==> src/hw/ds3i_defines.svh <==
// Purpose: Named offsets, bit positions, reset values and counts of the DS3
//          receive error and far-end message interrupt block.
// Assumes: Included by bare name from every design file that needs it.
// Notes:   Register indices are word indices; the byte address is four times.
`ifndef DS3I_DEFINES_SVH
`define DS3I_DEFINES_SVH

// ==========================================================================
// Register word indices and byte address mapping.
// ==========================================================================
`define DS3I_IDX_EN      6'h12
`define DS3I_IDX_STAT    6'h13
`define DS3I_IDX_CODE    6'h16
`define DS3I_IDX_CTRL    6'h17
`define DS3I_ALIGN       2'b00

// ==========================================================================
// Field positions.
// ==========================================================================
`define DS3I_PBIT        0
`define DS3I_CPBIT       7
`define DS3I_FV_STAT     0
`define DS3I_FV_EN       1
`define DS3I_FR_STAT     2
`define DS3I_FR_EN       3
`define DS3I_FVALID      4

// ==========================================================================
// Reset values and sizes.
// ==========================================================================
`define DS3I_RST_BYTE    8'h00
`define DS3I_RST_CODE    6'h00
`define DS3I_RST_WORD    32'h0000_0000
`define DS3I_FEAC_DEPTH  10
`define DS3I_FEAC_THRESH 8
`define DS3I_SEL_NONE    4'h0

`endif

==> src/hw/ds3i_pkg.sv <==
// Purpose: Shared types of the DS3 receive interrupt block.
// Assumes: Nothing beyond a SystemVerilog compiler.
// Notes:   Numeric constants live in ds3i_defines.svh.
package ds3i_pkg;
   // Eight-bit register image.
   typedef logic [7:0] ds3i_byte_t;
   // Six-bit far-end alarm and control code.
   typedef logic [5:0] ds3i_code_t;
   // Bus phase tracker, one-hot.
   typedef enum logic [1:0] {
      ST_IDLE   = 2'b01,
      ST_ACCESS = 2'b10
   } ds3i_bus_e;
endpackage

==> src/hw/ds3i_feac_val.sv <==
// Purpose: Far-end message validator: a code is declared valid once it fills
//          enough of the most recent receptions.
// Assumes: One strobe per received message; code valid with the strobe.
// Notes:   A code equal to the one already validated raises no new pulse.
`timescale 1ns/1ps
`include "ds3i_defines.svh"
module ds3i_feac_val #(
   parameter int DEPTH  = `DS3I_FEAC_DEPTH,
   parameter int THRESH = `DS3I_FEAC_THRESH
) (
   input  wire logic             clock,      // System clock.
   input  wire logic             rstn,       // Synchronous reset, active low.
   input  wire logic             rx_strobe,  // One message received.
   input  wire ds3i_pkg::ds3i_code_t rx_code, // Code of that message.
   output logic                  new_valid,  // Pulse: new code validated.
   output ds3i_pkg::ds3i_code_t  valid_code  // Last validated code.
);
   import ds3i_pkg::*;
   localparam int CW = $clog2(DEPTH + 1);

   // ==========================================================================
   // History storage.
   // ==========================================================================
   ds3i_code_t       hist      [DEPTH];  // Newest reception at index 0.
   ds3i_code_t       next_hist [DEPTH];  // Next history contents.
   logic [DEPTH-1:0] hv;                 // Slot holds a real reception.
   logic [DEPTH-1:0] next_hv;            // Next slot occupancy.
   logic             have;               // Some code was validated before.
   logic             next_have;          // Next value of have.
   logic             next_new_valid;     // Next validation pulse.
   ds3i_code_t       next_valid_code;    // Next validated code.
   logic [CW-1:0]    votes;              // Matches in the new window.

   // Shift the window by one reception on each strobe.
   for (genvar i = 0; i < DEPTH; i++) begin : g_shift
      if (i == 0) begin : g_head
         assign next_hist[i] = rx_strobe ? rx_code : hist[i];
         assign next_hv[i]   = rx_strobe | hv[i];
      end else begin : g_body
         assign next_hist[i] = rx_strobe ? hist[i-1] : hist[i];
         assign next_hv[i]   = rx_strobe ? hv[i-1] : hv[i];
      end
   end

   // Count how many slots of the window after the shift hold this code.
   always_comb begin
      votes = CW'(1);
      for (int k = 0; k < DEPTH - 1; k++) begin
         if (hv[k] && hist[k] == rx_code) begin
            votes = CW'(votes + CW'(1));
         end
      end
   end

   // Declare a fresh code valid when the vote reaches the threshold.
   always_comb begin
      next_new_valid  = 1'b0;
      next_valid_code = valid_code;
      next_have       = have;
      if (rx_strobe && votes >= CW'(THRESH) &&
          (!have || rx_code != valid_code)) begin
         next_new_valid  = 1'b1;
         next_valid_code = rx_code;
         next_have       = 1'b1;
      end
   end

   // Register every value; the window empties on reset.
   always_ff @(posedge clock) begin
      if (!rstn) begin
         for (int k = 0; k < DEPTH; k++) begin
            hist[k] <= `DS3I_RST_CODE;
         end
         hv         <= '0;
         have       <= 1'b0;
         new_valid  <= 1'b0;
         valid_code <= `DS3I_RST_CODE;
      end else begin
         hist       <= next_hist;
         hv         <= next_hv;
         have       <= next_have;
         new_valid  <= next_new_valid;
         valid_code <= next_valid_code;
      end
   end
endmodule

==> src/hw/ds3i_rx_irq.sv <==
// Purpose: DS3 receive interrupt block: parity and CP-bit error interrupts and
//          far-end alarm and control message validation, behind an APB slave.
// Assumes: Error events are one-cycle pulses synchronous to clock.
// Notes:   The alarm interrupt pin is active high, the far-end message one is
//          active low, so the two sources leave on separate pins.
// Function
// - Enabled P-bit error: irq high, status bit0
// - Enabled CP-bit error raises an interrupt
// - Enable bit 7 gates the CP-bit interrupt
// - Enable bit one permits, zero suppresses
// - Enabled CP-bit error: irq high, status bit7
// - Message valid after 8 of last 10
// - Enabled new validated message raises an interrupt
// - Control bit 1 gates the validation interrupt
// - Enabled validation: irq pin low, control bit0 set
// - Validated six-bit code loads the message register
`timescale 1ns/1ps
`include "ds3i_defines.svh"
module ds3i_rx_irq #(
   parameter int FEAC_DEPTH  = `DS3I_FEAC_DEPTH,
   parameter int FEAC_THRESH = `DS3I_FEAC_THRESH
) (
   input  wire logic                 clock,          // 40 MHz system clock.
   input  wire logic                 rstn,           // Synchronous reset, low.
   input  wire logic                 psel,           // APB select.
   input  wire logic                 penable,        // APB access phase.
   input  wire logic                 pwrite,         // APB write when high.
   input  wire logic [7:0]           paddr,          // APB byte address.
   input  wire logic [31:0]          pwdata,         // APB write data.
   output logic [31:0]               prdata,         // APB read data.
   output logic                      pready,         // APB transfer done.
   output logic                      pslverr,        // APB unmapped address.
   input  wire ds3i_pkg::ds3i_byte_t rx_alarm_evt,   // Framer event pulses.
   input  wire logic                 feac_rx_strobe, // Far-end message seen.
   input  wire ds3i_pkg::ds3i_code_t feac_rx_code,   // Its six-bit code.
   output logic                      alarm_irq,      // Alarm interrupt, high.
   output logic                      far_end_irq_n   // Message interrupt, low.
);
   import ds3i_pkg::*;

   // ==========================================================================
   // Address decode.
   // ==========================================================================
   // Returns a one-hot select {ctrl, code, status, enable}; zero when the
   // address is unmapped or not word aligned.
   function automatic logic [3:0] reg_sel(input logic [7:0] addr);
      logic [3:0] sel;
      sel = `DS3I_SEL_NONE;
      if (addr[1:0] == `DS3I_ALIGN) begin
         case (addr[7:2])
            `DS3I_IDX_EN:   sel = 4'b0001;
            `DS3I_IDX_STAT: sel = 4'b0010;
            `DS3I_IDX_CODE: sel = 4'b0100;
            `DS3I_IDX_CTRL: sel = 4'b1000;
            default:        sel = `DS3I_SEL_NONE;
         endcase
      end
      return sel;
   endfunction

   // ==========================================================================
   // Declarations.
   // ==========================================================================
   ds3i_bus_e  state;            // Bus phase.
   ds3i_bus_e  next_state;       // Next bus phase.
   logic       setup;            // Setup cycle of a transfer.
   logic [3:0] sel;              // Decoded register of the current address.
   logic       wr_en;            // Write to the enable register.
   logic       wr_ctrl;          // Write to the message control register.
   logic       rd_stat;          // Read of the alarm status register ends.
   logic       rd_ctrl;          // Read of the message control register ends.
   ds3i_byte_t en;               // Alarm interrupt enables.
   ds3i_byte_t next_en;          // Next enables.
   ds3i_byte_t stat;             // Alarm interrupt status, read clears.
   ds3i_byte_t next_stat;        // Next status.
   logic       fv_en;            // Validation interrupt enable.
   logic       next_fv_en;       // Next validation enable.
   logic       fr_en;            // Removal interrupt enable, stored only.
   logic       next_fr_en;       // Next removal enable.
   logic       fv_stat;          // Validation interrupt status.
   logic       next_fv_stat;     // Next validation status.
   logic       fvalid;           // A validated message is held.
   logic       next_fvalid;      // Next held flag.
   ds3i_code_t code_reg;         // Last validated message code.
   ds3i_code_t next_code_reg;    // Next message code.
   logic       feac_new;         // Pulse from the validator.
   ds3i_code_t feac_code;        // Code from the validator.
   ds3i_byte_t rd_mux;           // Register image chosen at setup.
   logic [31:0] next_prdata;     // Next read data.
   logic       err;              // Current transfer is unmapped.
   logic       next_err;         // Next unmapped flag.
   logic       next_alarm_irq;   // Next alarm pin level.
   logic       next_far_end_irq_n; // Next message pin level.

   // ==========================================================================
   // Message validator.
   // ==========================================================================
   ds3i_feac_val #(
      .DEPTH  (FEAC_DEPTH),
      .THRESH (FEAC_THRESH)
   ) u_feac_val (
      .clock      (clock),
      .rstn       (rstn),
      .rx_strobe  (feac_rx_strobe),
      .rx_code    (feac_rx_code),
      .new_valid  (feac_new),
      .valid_code (feac_code)
   );

   // ==========================================================================
   // APB slave.
   // ==========================================================================
   // A transfer always completes on its first access cycle; the read image is
   // captured at the setup edge so that prdata comes from a flop.
   assign setup   = psel & ~penable;
   assign sel     = reg_sel(paddr);
   assign pready  = (state == ST_ACCESS) & psel & penable;
   assign pslverr = pready & err;
   assign wr_en   = pready & pwrite & sel[0];
   assign wr_ctrl = pready & pwrite & sel[3];
   assign rd_stat = pready & ~pwrite & sel[1];
   assign rd_ctrl = pready & ~pwrite & sel[3];

   // Bus phase: any setup cycle leads to an access phase.
   always_comb begin
      case (state)
         ST_IDLE:   next_state = setup ? ST_ACCESS : ST_IDLE;
         ST_ACCESS: next_state = setup ? ST_ACCESS : ST_IDLE;
         default:   next_state = ST_IDLE;
      endcase
   end

   // Register image for a read; reserved bits read as zero.
   always_comb begin
      case (sel)
         4'b0001: rd_mux = en;
         4'b0010: rd_mux = stat;
         4'b0100: rd_mux = {2'b00, code_reg};
         4'b1000: rd_mux = {3'b000, fvalid, fr_en, 1'b0, fv_en, fv_stat};
         default: rd_mux = `DS3I_RST_BYTE;
      endcase
   end

   // Read data and error flag are loaded at setup and held through access.
   always_comb begin
      next_prdata = prdata;
      next_err    = err;
      if (setup) begin
         next_prdata = pwrite ? `DS3I_RST_WORD : {24'h00_0000, rd_mux};
         next_err    = (sel == `DS3I_SEL_NONE);
      end
   end

   // ==========================================================================
   // Alarm enables and status.
   // ==========================================================================
   // Enables are plain read/write bits.
   always_comb begin
      next_en = wr_en ? pwdata[7:0] : en;
   end

   // Each status bit is set by its enabled event and cleared by a read that
   // returned it. Only bits that software actually saw are cleared, so an
   // event landing between setup and access is kept, and a set wins a clear.
   for (genvar i = 0; i < $bits(ds3i_byte_t); i++) begin : g_stat
      assign next_stat[i] = (stat[i] & ~(rd_stat & prdata[i]))
                          | (rx_alarm_evt[i] & en[i]);
   end

   // ==========================================================================
   // Far-end message control, status and code.
   // ==========================================================================
   // Enables follow writes; the status bit follows the validator pulse when
   // enabled. The code register loads on every validation, enabled or not.
   always_comb begin
      next_fv_en    = wr_ctrl ? pwdata[`DS3I_FV_EN] : fv_en;
      next_fr_en    = wr_ctrl ? pwdata[`DS3I_FR_EN] : fr_en;
      next_fv_stat  = (fv_stat & ~(rd_ctrl & prdata[`DS3I_FV_STAT]))
                    | (feac_new & fv_en);
      next_fvalid   = fvalid | feac_new;
      next_code_reg = feac_new ? feac_code : code_reg;
   end

   // ==========================================================================
   // Interrupt pins.
   // ==========================================================================
   // Pins are registered from the next state so they line up with status.
   always_comb begin
      next_alarm_irq     = |(next_stat & next_en);
      next_far_end_irq_n = ~(next_fv_stat & next_fv_en);
   end

   // ==========================================================================
   // State registers.
   // ==========================================================================
   always_ff @(posedge clock) begin
      if (!rstn) begin
         state         <= ST_IDLE;
         prdata        <= `DS3I_RST_WORD;
         err           <= 1'b0;
         en            <= `DS3I_RST_BYTE;
         stat          <= `DS3I_RST_BYTE;
         fv_en         <= 1'b0;
         fr_en         <= 1'b0;
         fv_stat       <= 1'b0;
         fvalid        <= 1'b0;
         code_reg      <= `DS3I_RST_CODE;
         alarm_irq     <= 1'b0;
         far_end_irq_n <= 1'b1;
      end else begin
         state         <= next_state;
         prdata        <= next_prdata;
         err           <= next_err;
         en            <= next_en;
         stat          <= next_stat;
         fv_en         <= next_fv_en;
         fr_en         <= next_fr_en;
         fv_stat       <= next_fv_stat;
         fvalid        <= next_fvalid;
         code_reg      <= next_code_reg;
         alarm_irq     <= next_alarm_irq;
         far_end_irq_n <= next_far_end_irq_n;
      end
   end
endmodule

==> config.mk <==
export PLATFORM = sky130hd
export DESIGN_NAME = ds3i_rx_irq
export DESIGN_NICKNAME = d
export VERILOG_FILES = /design/src/hw/ds3i_pkg.sv /design/src/hw/ds3i_feac_val.sv /design/src/hw/ds3i_rx_irq.sv
export VERILOG_INCLUDE_DIRS = /design/src /design/src/hw
export SDC_FILE = /design/constraint.sdc
export NUM_CORES = 1
export LEC_CHECK = 0
export BUFFER_PORTS_ARGS = -buffer_cell sky130_fd_sc_hd__buf_2
export CELL_PAD_IN_SITES_DETAIL_PLACEMENT = 1
export CELL_PAD_IN_SITES_GLOBAL_PLACEMENT = 2
export CORE_ASPECT_RATIO = 1.25
export CORE_MARGIN = 3
export CORE_UTILIZATION = 25
export DETAILED_ROUTE_END_ITERATION = 8
export GPL_ROUTABILITY_DRIVEN = 0
export PLACE_DENSITY_LB_ADDON = 0.1
export SETUP_SLACK_MARGIN = 0.4
export SLEW_MARGIN = 20
export SYNTH_ARGS = -nofsm -noshare
export SYNTH_HDL_FRONTEND = slang
export SYNTH_SLANG_ARGS = --single-unit
==> constraint.sdc <==
create_clock -name clock -period 7.9 [get_ports clock]
set_input_delay 1.185 -clock clock [delete_from_list [all_inputs] [get_ports clock]]
set_output_delay 1.185 -clock clock [all_outputs]
set_load 0.02 [all_outputs]
== Word level (Yosys, flattened, before mapping) ==
Cells that the tools add are included.

* Bits in registers: 134
* Bits of input ports: 60
* Output and inout bits: 36
* Word-level logic and storage cells: 152

* $add $sub $neg: 8
* Magnitude comparators: 1
* Equality and inequality tests: 20
* Multiplexer cells: 17
* Bitwise operators: 62
* Reduce and logical (&&, ||, !) cells: 18

{| class="wikitable"
|+ Operators with widths
! kind !! number
|-
| 6-bit == test || 9
|-
| 1-bit bitwise AND || 38
|-
| 4-bit two-way mux || 9
|-
| 8-bit one-hot mux with 4 select lines || 1
|-
| 4-bit by 1-bit adder with 4-bit output, second input constant || 7
|-
| 6-bit by 5-bit == test with 1-bit output, second input constant || 4
|-
| 8-bit two-way mux || 2
|-
| 4-bit one-hot mux with 4 select lines || 1
|-
| 1-bit inverter || 12
|-
| 1-bit logical AND || 11
|-
| 1-bit bitwise OR || 11
|-
| 8-bit bitwise AND || 1
|-
| 8-bit OR reduction || 1
|-
| 6-bit inequality test || 1
|-
| 4-bit by 1-bit == test with 1-bit output, second input constant || 1
|-
| 4-bit by 2-bit == test with 1-bit output, second input constant || 1
|-
| 4-bit by 3-bit == test with 1-bit output, second input constant || 1
|-
| 4-bit == test, second input constant || 1
|-
| 4-bit greater-or-equal comparator, second input constant || 1
|-
| 4-bit zero test || 1
|-
| 2-bit two-way mux || 2
|-
| 2-bit by 1-bit adder with 3-bit output, second input constant || 1
|-
| 2-bit by 1-bit == test with 1-bit output, second input constant || 1
|-
| 2-bit == test, second input constant || 1
|-
| other kinds (6) || 7
|}

== Longest topological paths before layout ==
* Word-level depth: 23
* Depth in mapped cells: 28

== Cells and area by module ==
From an unflattened synthesis, not the netlist that was laid out.

* Cells, all modules: 604
* Area, all modules: 5992.0 um^2

{| class="wikitable"
|+ Modules (own cells, without submodules)
! module !! instances !! cells an instance !! area an instance (um^2) !! seq. area each (um^2)
|-
| ds3i_feac_val || 1 || 401 || 4092.7 || 1421.4
|-
| ds3i_rx_irq || 1 || 203 || 1899.3 || 780.7
|}

== Worst setup path after synthesis ==
OpenSTA, ideal clock, no wires.

* Kind: input to register
* Start point: input port feac_rx_code[3]
* End point: register u_feac_val.valid_code[0]
* Library setup time: 0.118 ns
* Arrival time: 6.079 ns
* Required time: 7.782 ns
* Path slack: 1.703 ns
* Stages: 26
* Buffers on the path: 2
* Path through: buf_6 -> xor2_1 -> nor4_1 -> ha_1 -> inv_1 -> or3_1 -> a31o_2 -> ha_1 -> inv_1 -> a21oi_1 -> ha_1 -> mux2i_1 -> a21oi_2 -> ha_1 -> mux2i_2 -> inv_1 -> ha_1 -> nand2_1 -> o21ai_0 -> o21ai_1 -> or2_1 -> o32ai_1 -> nor2_1 -> mux2_4 -> buf_6 -> mux2i_1

* Cells in the longest elaborated chain, start to end: 22

{| class="wikitable"
|+ Ends and longest elaborated chain
! element !! line !! text
|-
| from (decl) || ds3i_rx_irq.sv:35 || <nowiki>input wire ds3i_pkg::ds3i_code_t feac_rx_code,</nowiki>
|-
| 6-bit == test || ds3i_feac_val.sv:49 || <nowiki>if (hv[k] && hist[k] == rx_code) begin</nowiki>
|-
| 1-bit logical AND || ds3i_feac_val.sv:49 ||
|-
| 2-bit two-way mux || ds3i_feac_val.sv:49 ||
|-
| 2-bit by 1-bit adder with 3-bit output || ds3i_feac_val.sv:50 || <nowiki>votes = CW'(votes + CW'(1));</nowiki>
|-
| 4-bit two-way mux || ds3i_feac_val.sv:49 ||
|-
| 4-bit by 1-bit adder with 4-bit output || ds3i_feac_val.sv:50 ||
|-
| 4-bit two-way mux || ds3i_feac_val.sv:49 ||
|-
| 4-bit by 1-bit adder with 4-bit output || ds3i_feac_val.sv:50 ||
|-
| [... 6 more ...] || -- ||
|-
| 4-bit two-way mux || ds3i_feac_val.sv:49 ||
|-
| 4-bit by 1-bit adder with 4-bit output || ds3i_feac_val.sv:50 ||
|-
| 4-bit two-way mux || ds3i_feac_val.sv:49 ||
|-
| 4-bit by 1-bit adder with 4-bit output || ds3i_feac_val.sv:50 ||
|-
| 4-bit two-way mux || ds3i_feac_val.sv:49 ||
|-
| 4-bit greater-or-equal comparator || ds3i_feac_val.sv:60 || <nowiki>if (rx_strobe && votes >= CW'(THRESH) &&</nowiki>
|-
| 1-bit logical AND || ds3i_feac_val.sv:60 ||
|-
| 1-bit logical AND * || ds3i_feac_val.sv:60 ||
|-
| to (signal assigned) || ds3i_feac_val.sv:77 || <nowiki>valid_code <= `DS3I_RST_CODE;</nowiki>
|-
| to (signal assigned) || ds3i_feac_val.sv:83 || <nowiki>valid_code <= next_valid_code;</nowiki>
|-
| to (decl) || ds3i_feac_val.sv:16 || <nowiki>output ds3i_pkg::ds3i_code_t valid_code</nowiki>
|}

Every way passes the cells marked *; elsewhere a longest branch is shown, timed or not.
A chain may end at the register's enable or synchronous reset.

== Worst setup path after layout ==
* Start point: input port feac_rx_code[2]
* End point: register u_feac_val.valid_code[2]

* Cells in the longest elaborated chain, start to end: 22

{| class="wikitable"
|+ Ends and longest elaborated chain
! element !! line
|-
| 6-bit == test || ds3i_feac_val.sv:49
|-
| 1-bit logical AND || ds3i_feac_val.sv:49
|-
| 2-bit two-way mux || ds3i_feac_val.sv:49
|-
| 2-bit by 1-bit adder with 3-bit output || ds3i_feac_val.sv:50
|-
| 4-bit two-way mux || ds3i_feac_val.sv:49
|-
| 4-bit by 1-bit adder with 4-bit output || ds3i_feac_val.sv:50
|-
| 4-bit two-way mux || ds3i_feac_val.sv:49
|-
| 4-bit by 1-bit adder with 4-bit output || ds3i_feac_val.sv:50
|-
| [... 5 more ...] || --
|-
| 4-bit by 1-bit adder with 4-bit output || ds3i_feac_val.sv:50
|-
| 4-bit two-way mux || ds3i_feac_val.sv:49
|-
| 4-bit by 1-bit adder with 4-bit output || ds3i_feac_val.sv:50
|-
| 4-bit two-way mux || ds3i_feac_val.sv:49
|-
| 4-bit by 1-bit adder with 4-bit output || ds3i_feac_val.sv:50
|-
| 4-bit two-way mux || ds3i_feac_val.sv:49
|-
| 4-bit greater-or-equal comparator || ds3i_feac_val.sv:60
|-
| 1-bit logical AND (2 in series) || ds3i_feac_val.sv:60
|}

Several ways; a longest one is shown, not always the timed one.

==> summary by stage <==
Run status
The flow ran to the end, and the final reports show no timing, DRC or antenna violations.

Worst hold path
The tightest min-delay check is of the flip-flop to flip-flop type.

Detailed routing
The remaining number of nets flagged by the antenna check after routing is 0. The post-route DRC violation count is 0. The detailed router placed 4265 vias in this run. For this block, the initial DRC count from the detailed router was 134. The ratio of routed vias to standard cells is 4.47.

After detailed routing, the average wire length per cell comes to 16.0 µm. The first detailed-routing pass took 4 iterations. The routed design has 15.3 mm of wire.

Cells and area
The net count of the finished layout is 731. The share of the core filled with cells is 0.284. The largest registers in the layout are u_feac_val.hist x54, u_feac_val.hv x9.

The layout has 2686 filler cells. The register with the most flip-flops in the layout has 54 of them. 0 antenna diodes ended up in the layout. The register with the most flip-flops in the final layout is u_feac_val.hist. Of the cells placed in the final design, the portion with a size suffix greater than 1 is 0.147. Summing all non-filler instances in the final layout gives an area of 6550 µm². The layout overhead on the synthesized area is 11.3%.

Die
The die is 143 µm wide. The I/O pin total is 96. Measured along the y axis, the die boundary spans 178 µm. The area of the core is 23000 µm².

The initial utilization of the core area, before any placement, comes to 0.256. The area of the die is 25400 µm². The floorplan has 62 rows.

Logic synthesis
The flip-flop cell with the highest count after synthesis is sky130_fd_sc_hd__dfxtp_1. During synthesis, Yosys emitted a total of 0 warnings. Among all cell types in the netlist, the one instantiated most often is sky130_fd_sc_hd__dfxtp_1. Of the synthesized area, sequential elements account for 0.374. The total of flip-flops plus latches after synthesis is 110. For this run, asynchronously set or reset flops after synthesis account for 0.

The average cell area after synthesis is 9.27 µm². The number of flops mapped to enable cells by yosys is 0. Counting instances in the post-synthesis netlist gives the leading cell types as 110 x sky130_fd_sc_hd__dfxtp_1, 100 x sky130_fd_sc_hd__nor2_1, 85 x sky130_fd_sc_hd__mux2i_1.

After synthesis, the cell types taking the most area are sky130_fd_sc_hd__dfxtp_1 37%, sky130_fd_sc_hd__mux2i_1 14%, sky130_fd_sc_hd__nor2_1 6.4%. After synthesis, the netlist uses 58 different library cells. The area of the mapped netlist is 5890 µm². The cell taking the most area after synthesis is sky130_fd_sc_hd__dfxtp_1. The gate count of the mapped netlist is 635. The portion of synthesized cell area occupied by the leading cell type is 0.374.

Placed design
In this run the tool buffered the top-level ports with 47 buffer cells. Detailed placement ended at an HPWL of 11.2 mm. Once placement finished, the instance area stood at 6240 µm².

STA
Setup violations remaining at the end of the flow were counted as 0. The final critical-path share of the clock period is 0.835. The transition time of the tightest slew-check pin is 972 ps. Counting I/O delays and the setup requirement, the final critical path takes 6600 ps. The worst max-slew margin expressed relative to the limit is 0.351. For the final database, setup skew stands at 13.1 ps. The top achievable clock speed is 152 MHz.

The number of slew-limit violations in the final report is 0. Setup repair after global routing left no endpoint under its margin. The count of final hold-check violations is 0. The sum of negative setup slack is 0 ps.

Power and ir drop
Overall power consumption after layout is estimated at 0.00114 W. The leakage power is 2.65 nW. The power per standard cell area is 175 nW/µm². The peak supply drop is 0.000109 V.

Clock network
TritonCTS built the clock tree. The hold buffer count at CTS is 0. Buffers inserted during clock tree synthesis total 9.

The later pin in the worst-skew pair is clocked with a latency of 350 ps. CTS placed an instance of sky130_fd_sc_hd__clkbuf_16 at the clock tree root. The number of sinks handled by clock tree synthesis is 110. Counting along the longest clock path gives a buffer depth of 2.

Once the clock tree was built, the resizer swapped 0 gates to a different size. The post-CTS setup buffer count is 0. The H-tree generated during clock tree synthesis spans 3 levels. Clock-pin slew was measured on the worst setup and hold paths at 80 ps.

Worst setup path
The depth of the most critical reg-to-reg path is 25. The data arrival time of the worst path is 6880 ps. The critical path starts at feac_rx_code[2]. The reg-to-reg endpoint is u_feac_val.valid_code[2]. STA classifies the critical path endpoint as a flip-flop. Following the worst setup path forward leads to its endpoint at u_feac_val.valid_code[2].

The worst setup path is of the input port to flip-flop kind. The worst register-to-register path begins at u_feac_val.hist[50]. The kind of start point of the critical path is an input port. The register-to-register path setup slack is 2150 ps. At the worst endpoint, the required time is 8180 ps. Along the worst path, the maximum fanout reaches 12.

GRT
The number of global-route vias before repair is 4489. The first global-routing pass estimated 24.4 mm of wire. Entering global routing, the biggest net connects 88 pins. The number of antenna violations at the first check in global routing is 0. Across every metal layer, demand over resource in global routing totals 0.123. The total overflow left after global routing is 0.

Run
Across the run, the number of max-cap violations was 0.
==> logic make-up (layout without fill, tap and decap cells) <==
group                      Yosys count  after routing  synth area share
AOI/OAI and AO/OA                   42             42            0.0497
xor gates and xnor gates            77             77             0.128
adders and majority gates            9              9            0.0204
buffers and inverters               73             82            0.0720
DFF                                110            110             0.374
muxes                               94             94             0.171
other                                1             24          0.000637
and+or+nand+nor                    229            229             0.184
==> stage by stage <==
stage / cells / worst slack (ps) / hold slack (ps)
3_5_place_dp: 939 / 801 / 454
4_1_cts: 955 / 1180 / 468
5_1_grt: 955 / 813 / 477
3_3_place_gp: 939 / 959 / 445
6_report: 955 / 1300 / 472
2_1_floorplan: 658 / 1700 / 430
==> power breakdown <==
part           switching [W]  internal (W)  total [W]
combinational      0.0000631     0.0000336  0.0000967
sequential        0.00000450      0.000559   0.000564
clock               0.000223      0.000261   0.000483
total               0.000290      0.000854    0.00114
==> critical path: stages <==
cell and delay (ps):
sky130_fd_sc_hd__buf_2 370, sky130_fd_sc_hd__xnor2_1 190, sky130_fd_sc_hd__nand4_1 170, sky130_fd_sc_hd__or4_1 480, sky130_fd_sc_hd__inv_1 140, sky130_fd_sc_hd__ha_1 160
sky130_fd_sc_hd__inv_1 50, sky130_fd_sc_hd__or3_1 400, sky130_fd_sc_hd__a31o_2 260, sky130_fd_sc_hd__ha_1 270, sky130_fd_sc_hd__inv_1 50, sky130_fd_sc_hd__a21oi_1 180
sky130_fd_sc_hd__ha_1 260, sky130_fd_sc_hd__mux2i_1 260, sky130_fd_sc_hd__a21oi_2 110, sky130_fd_sc_hd__ha_1 330, sky130_fd_sc_hd__mux2i_2 230, sky130_fd_sc_hd__inv_1 70
sky130_fd_sc_hd__ha_1 270, sky130_fd_sc_hd__nand2_1 40, sky130_fd_sc_hd__o21ai_0 100, sky130_fd_sc_hd__o21ai_1 120, sky130_fd_sc_hd__o32ai_1 530, sky130_fd_sc_hd__nor2b_1 210
sky130_fd_sc_hd__mux2_4 230, sky130_fd_sc_hd__mux2i_1 200
==> layer usage <==
metal / GRT usage / vias to the layer above / routed length, µm
met5: 0 / - / 0
met1: 0.146 / 2048 / 6620
met3: 0.0218 / 9 / 461
met4: 0.0259 / 0 / 126
li1: - / 2149 / -
met2: 0.232 / 59 / 8090
==> worst min path at each step <==
stage                     cells after the start        end       from
after floorplan                               2     fvalid     fvalid
after CTS                                     2      fr_en      fr_en
after global placement                        2      fr_en      fr_en
final                                         2  prdata[2]  prdata[2]
after global routing                          2      fr_en      fr_en
after detailed placement                      2     fvalid     fvalid
==> layout make-up <==
class | instances | area (µm²) | area share
sequential | 110 | 2200 | 0.336
multi-input combinational | 475 | 3350 | 0.511
inverter | 14 | 52.6 | 0.00802
tap | 288 | 360 | 0.0550
clock inverter | 6 | 75.1 | 0.0115
timing repair buffer | 52 | 275 | 0.0420
clock buffer | 10 | 239 | 0.0365
==> cell usage in the layout, fill, tap and decap left out, drive strengths merged, types with 4 or more instances in the layout <==
master,synthesis,routed
conb,1,24
nand2b,10,10
mux4,4,4
o21ai,5,5
xor2,27,27
nor2,100,100
nand3b,4,4
a21oi,20,20
nand4,13,13
nand3,16,16
inv,13,16
nor4,6,6
ha,8,8
buf,36,52
and2,5,5
clkbuf,23,10
mux2i,87,87
nand2,55,55
xnor2,48,48
nor3,8,8
o221ai,8,8
dfxtp,110,110
No activity file was read; power rests on OpenSTA's default activity.
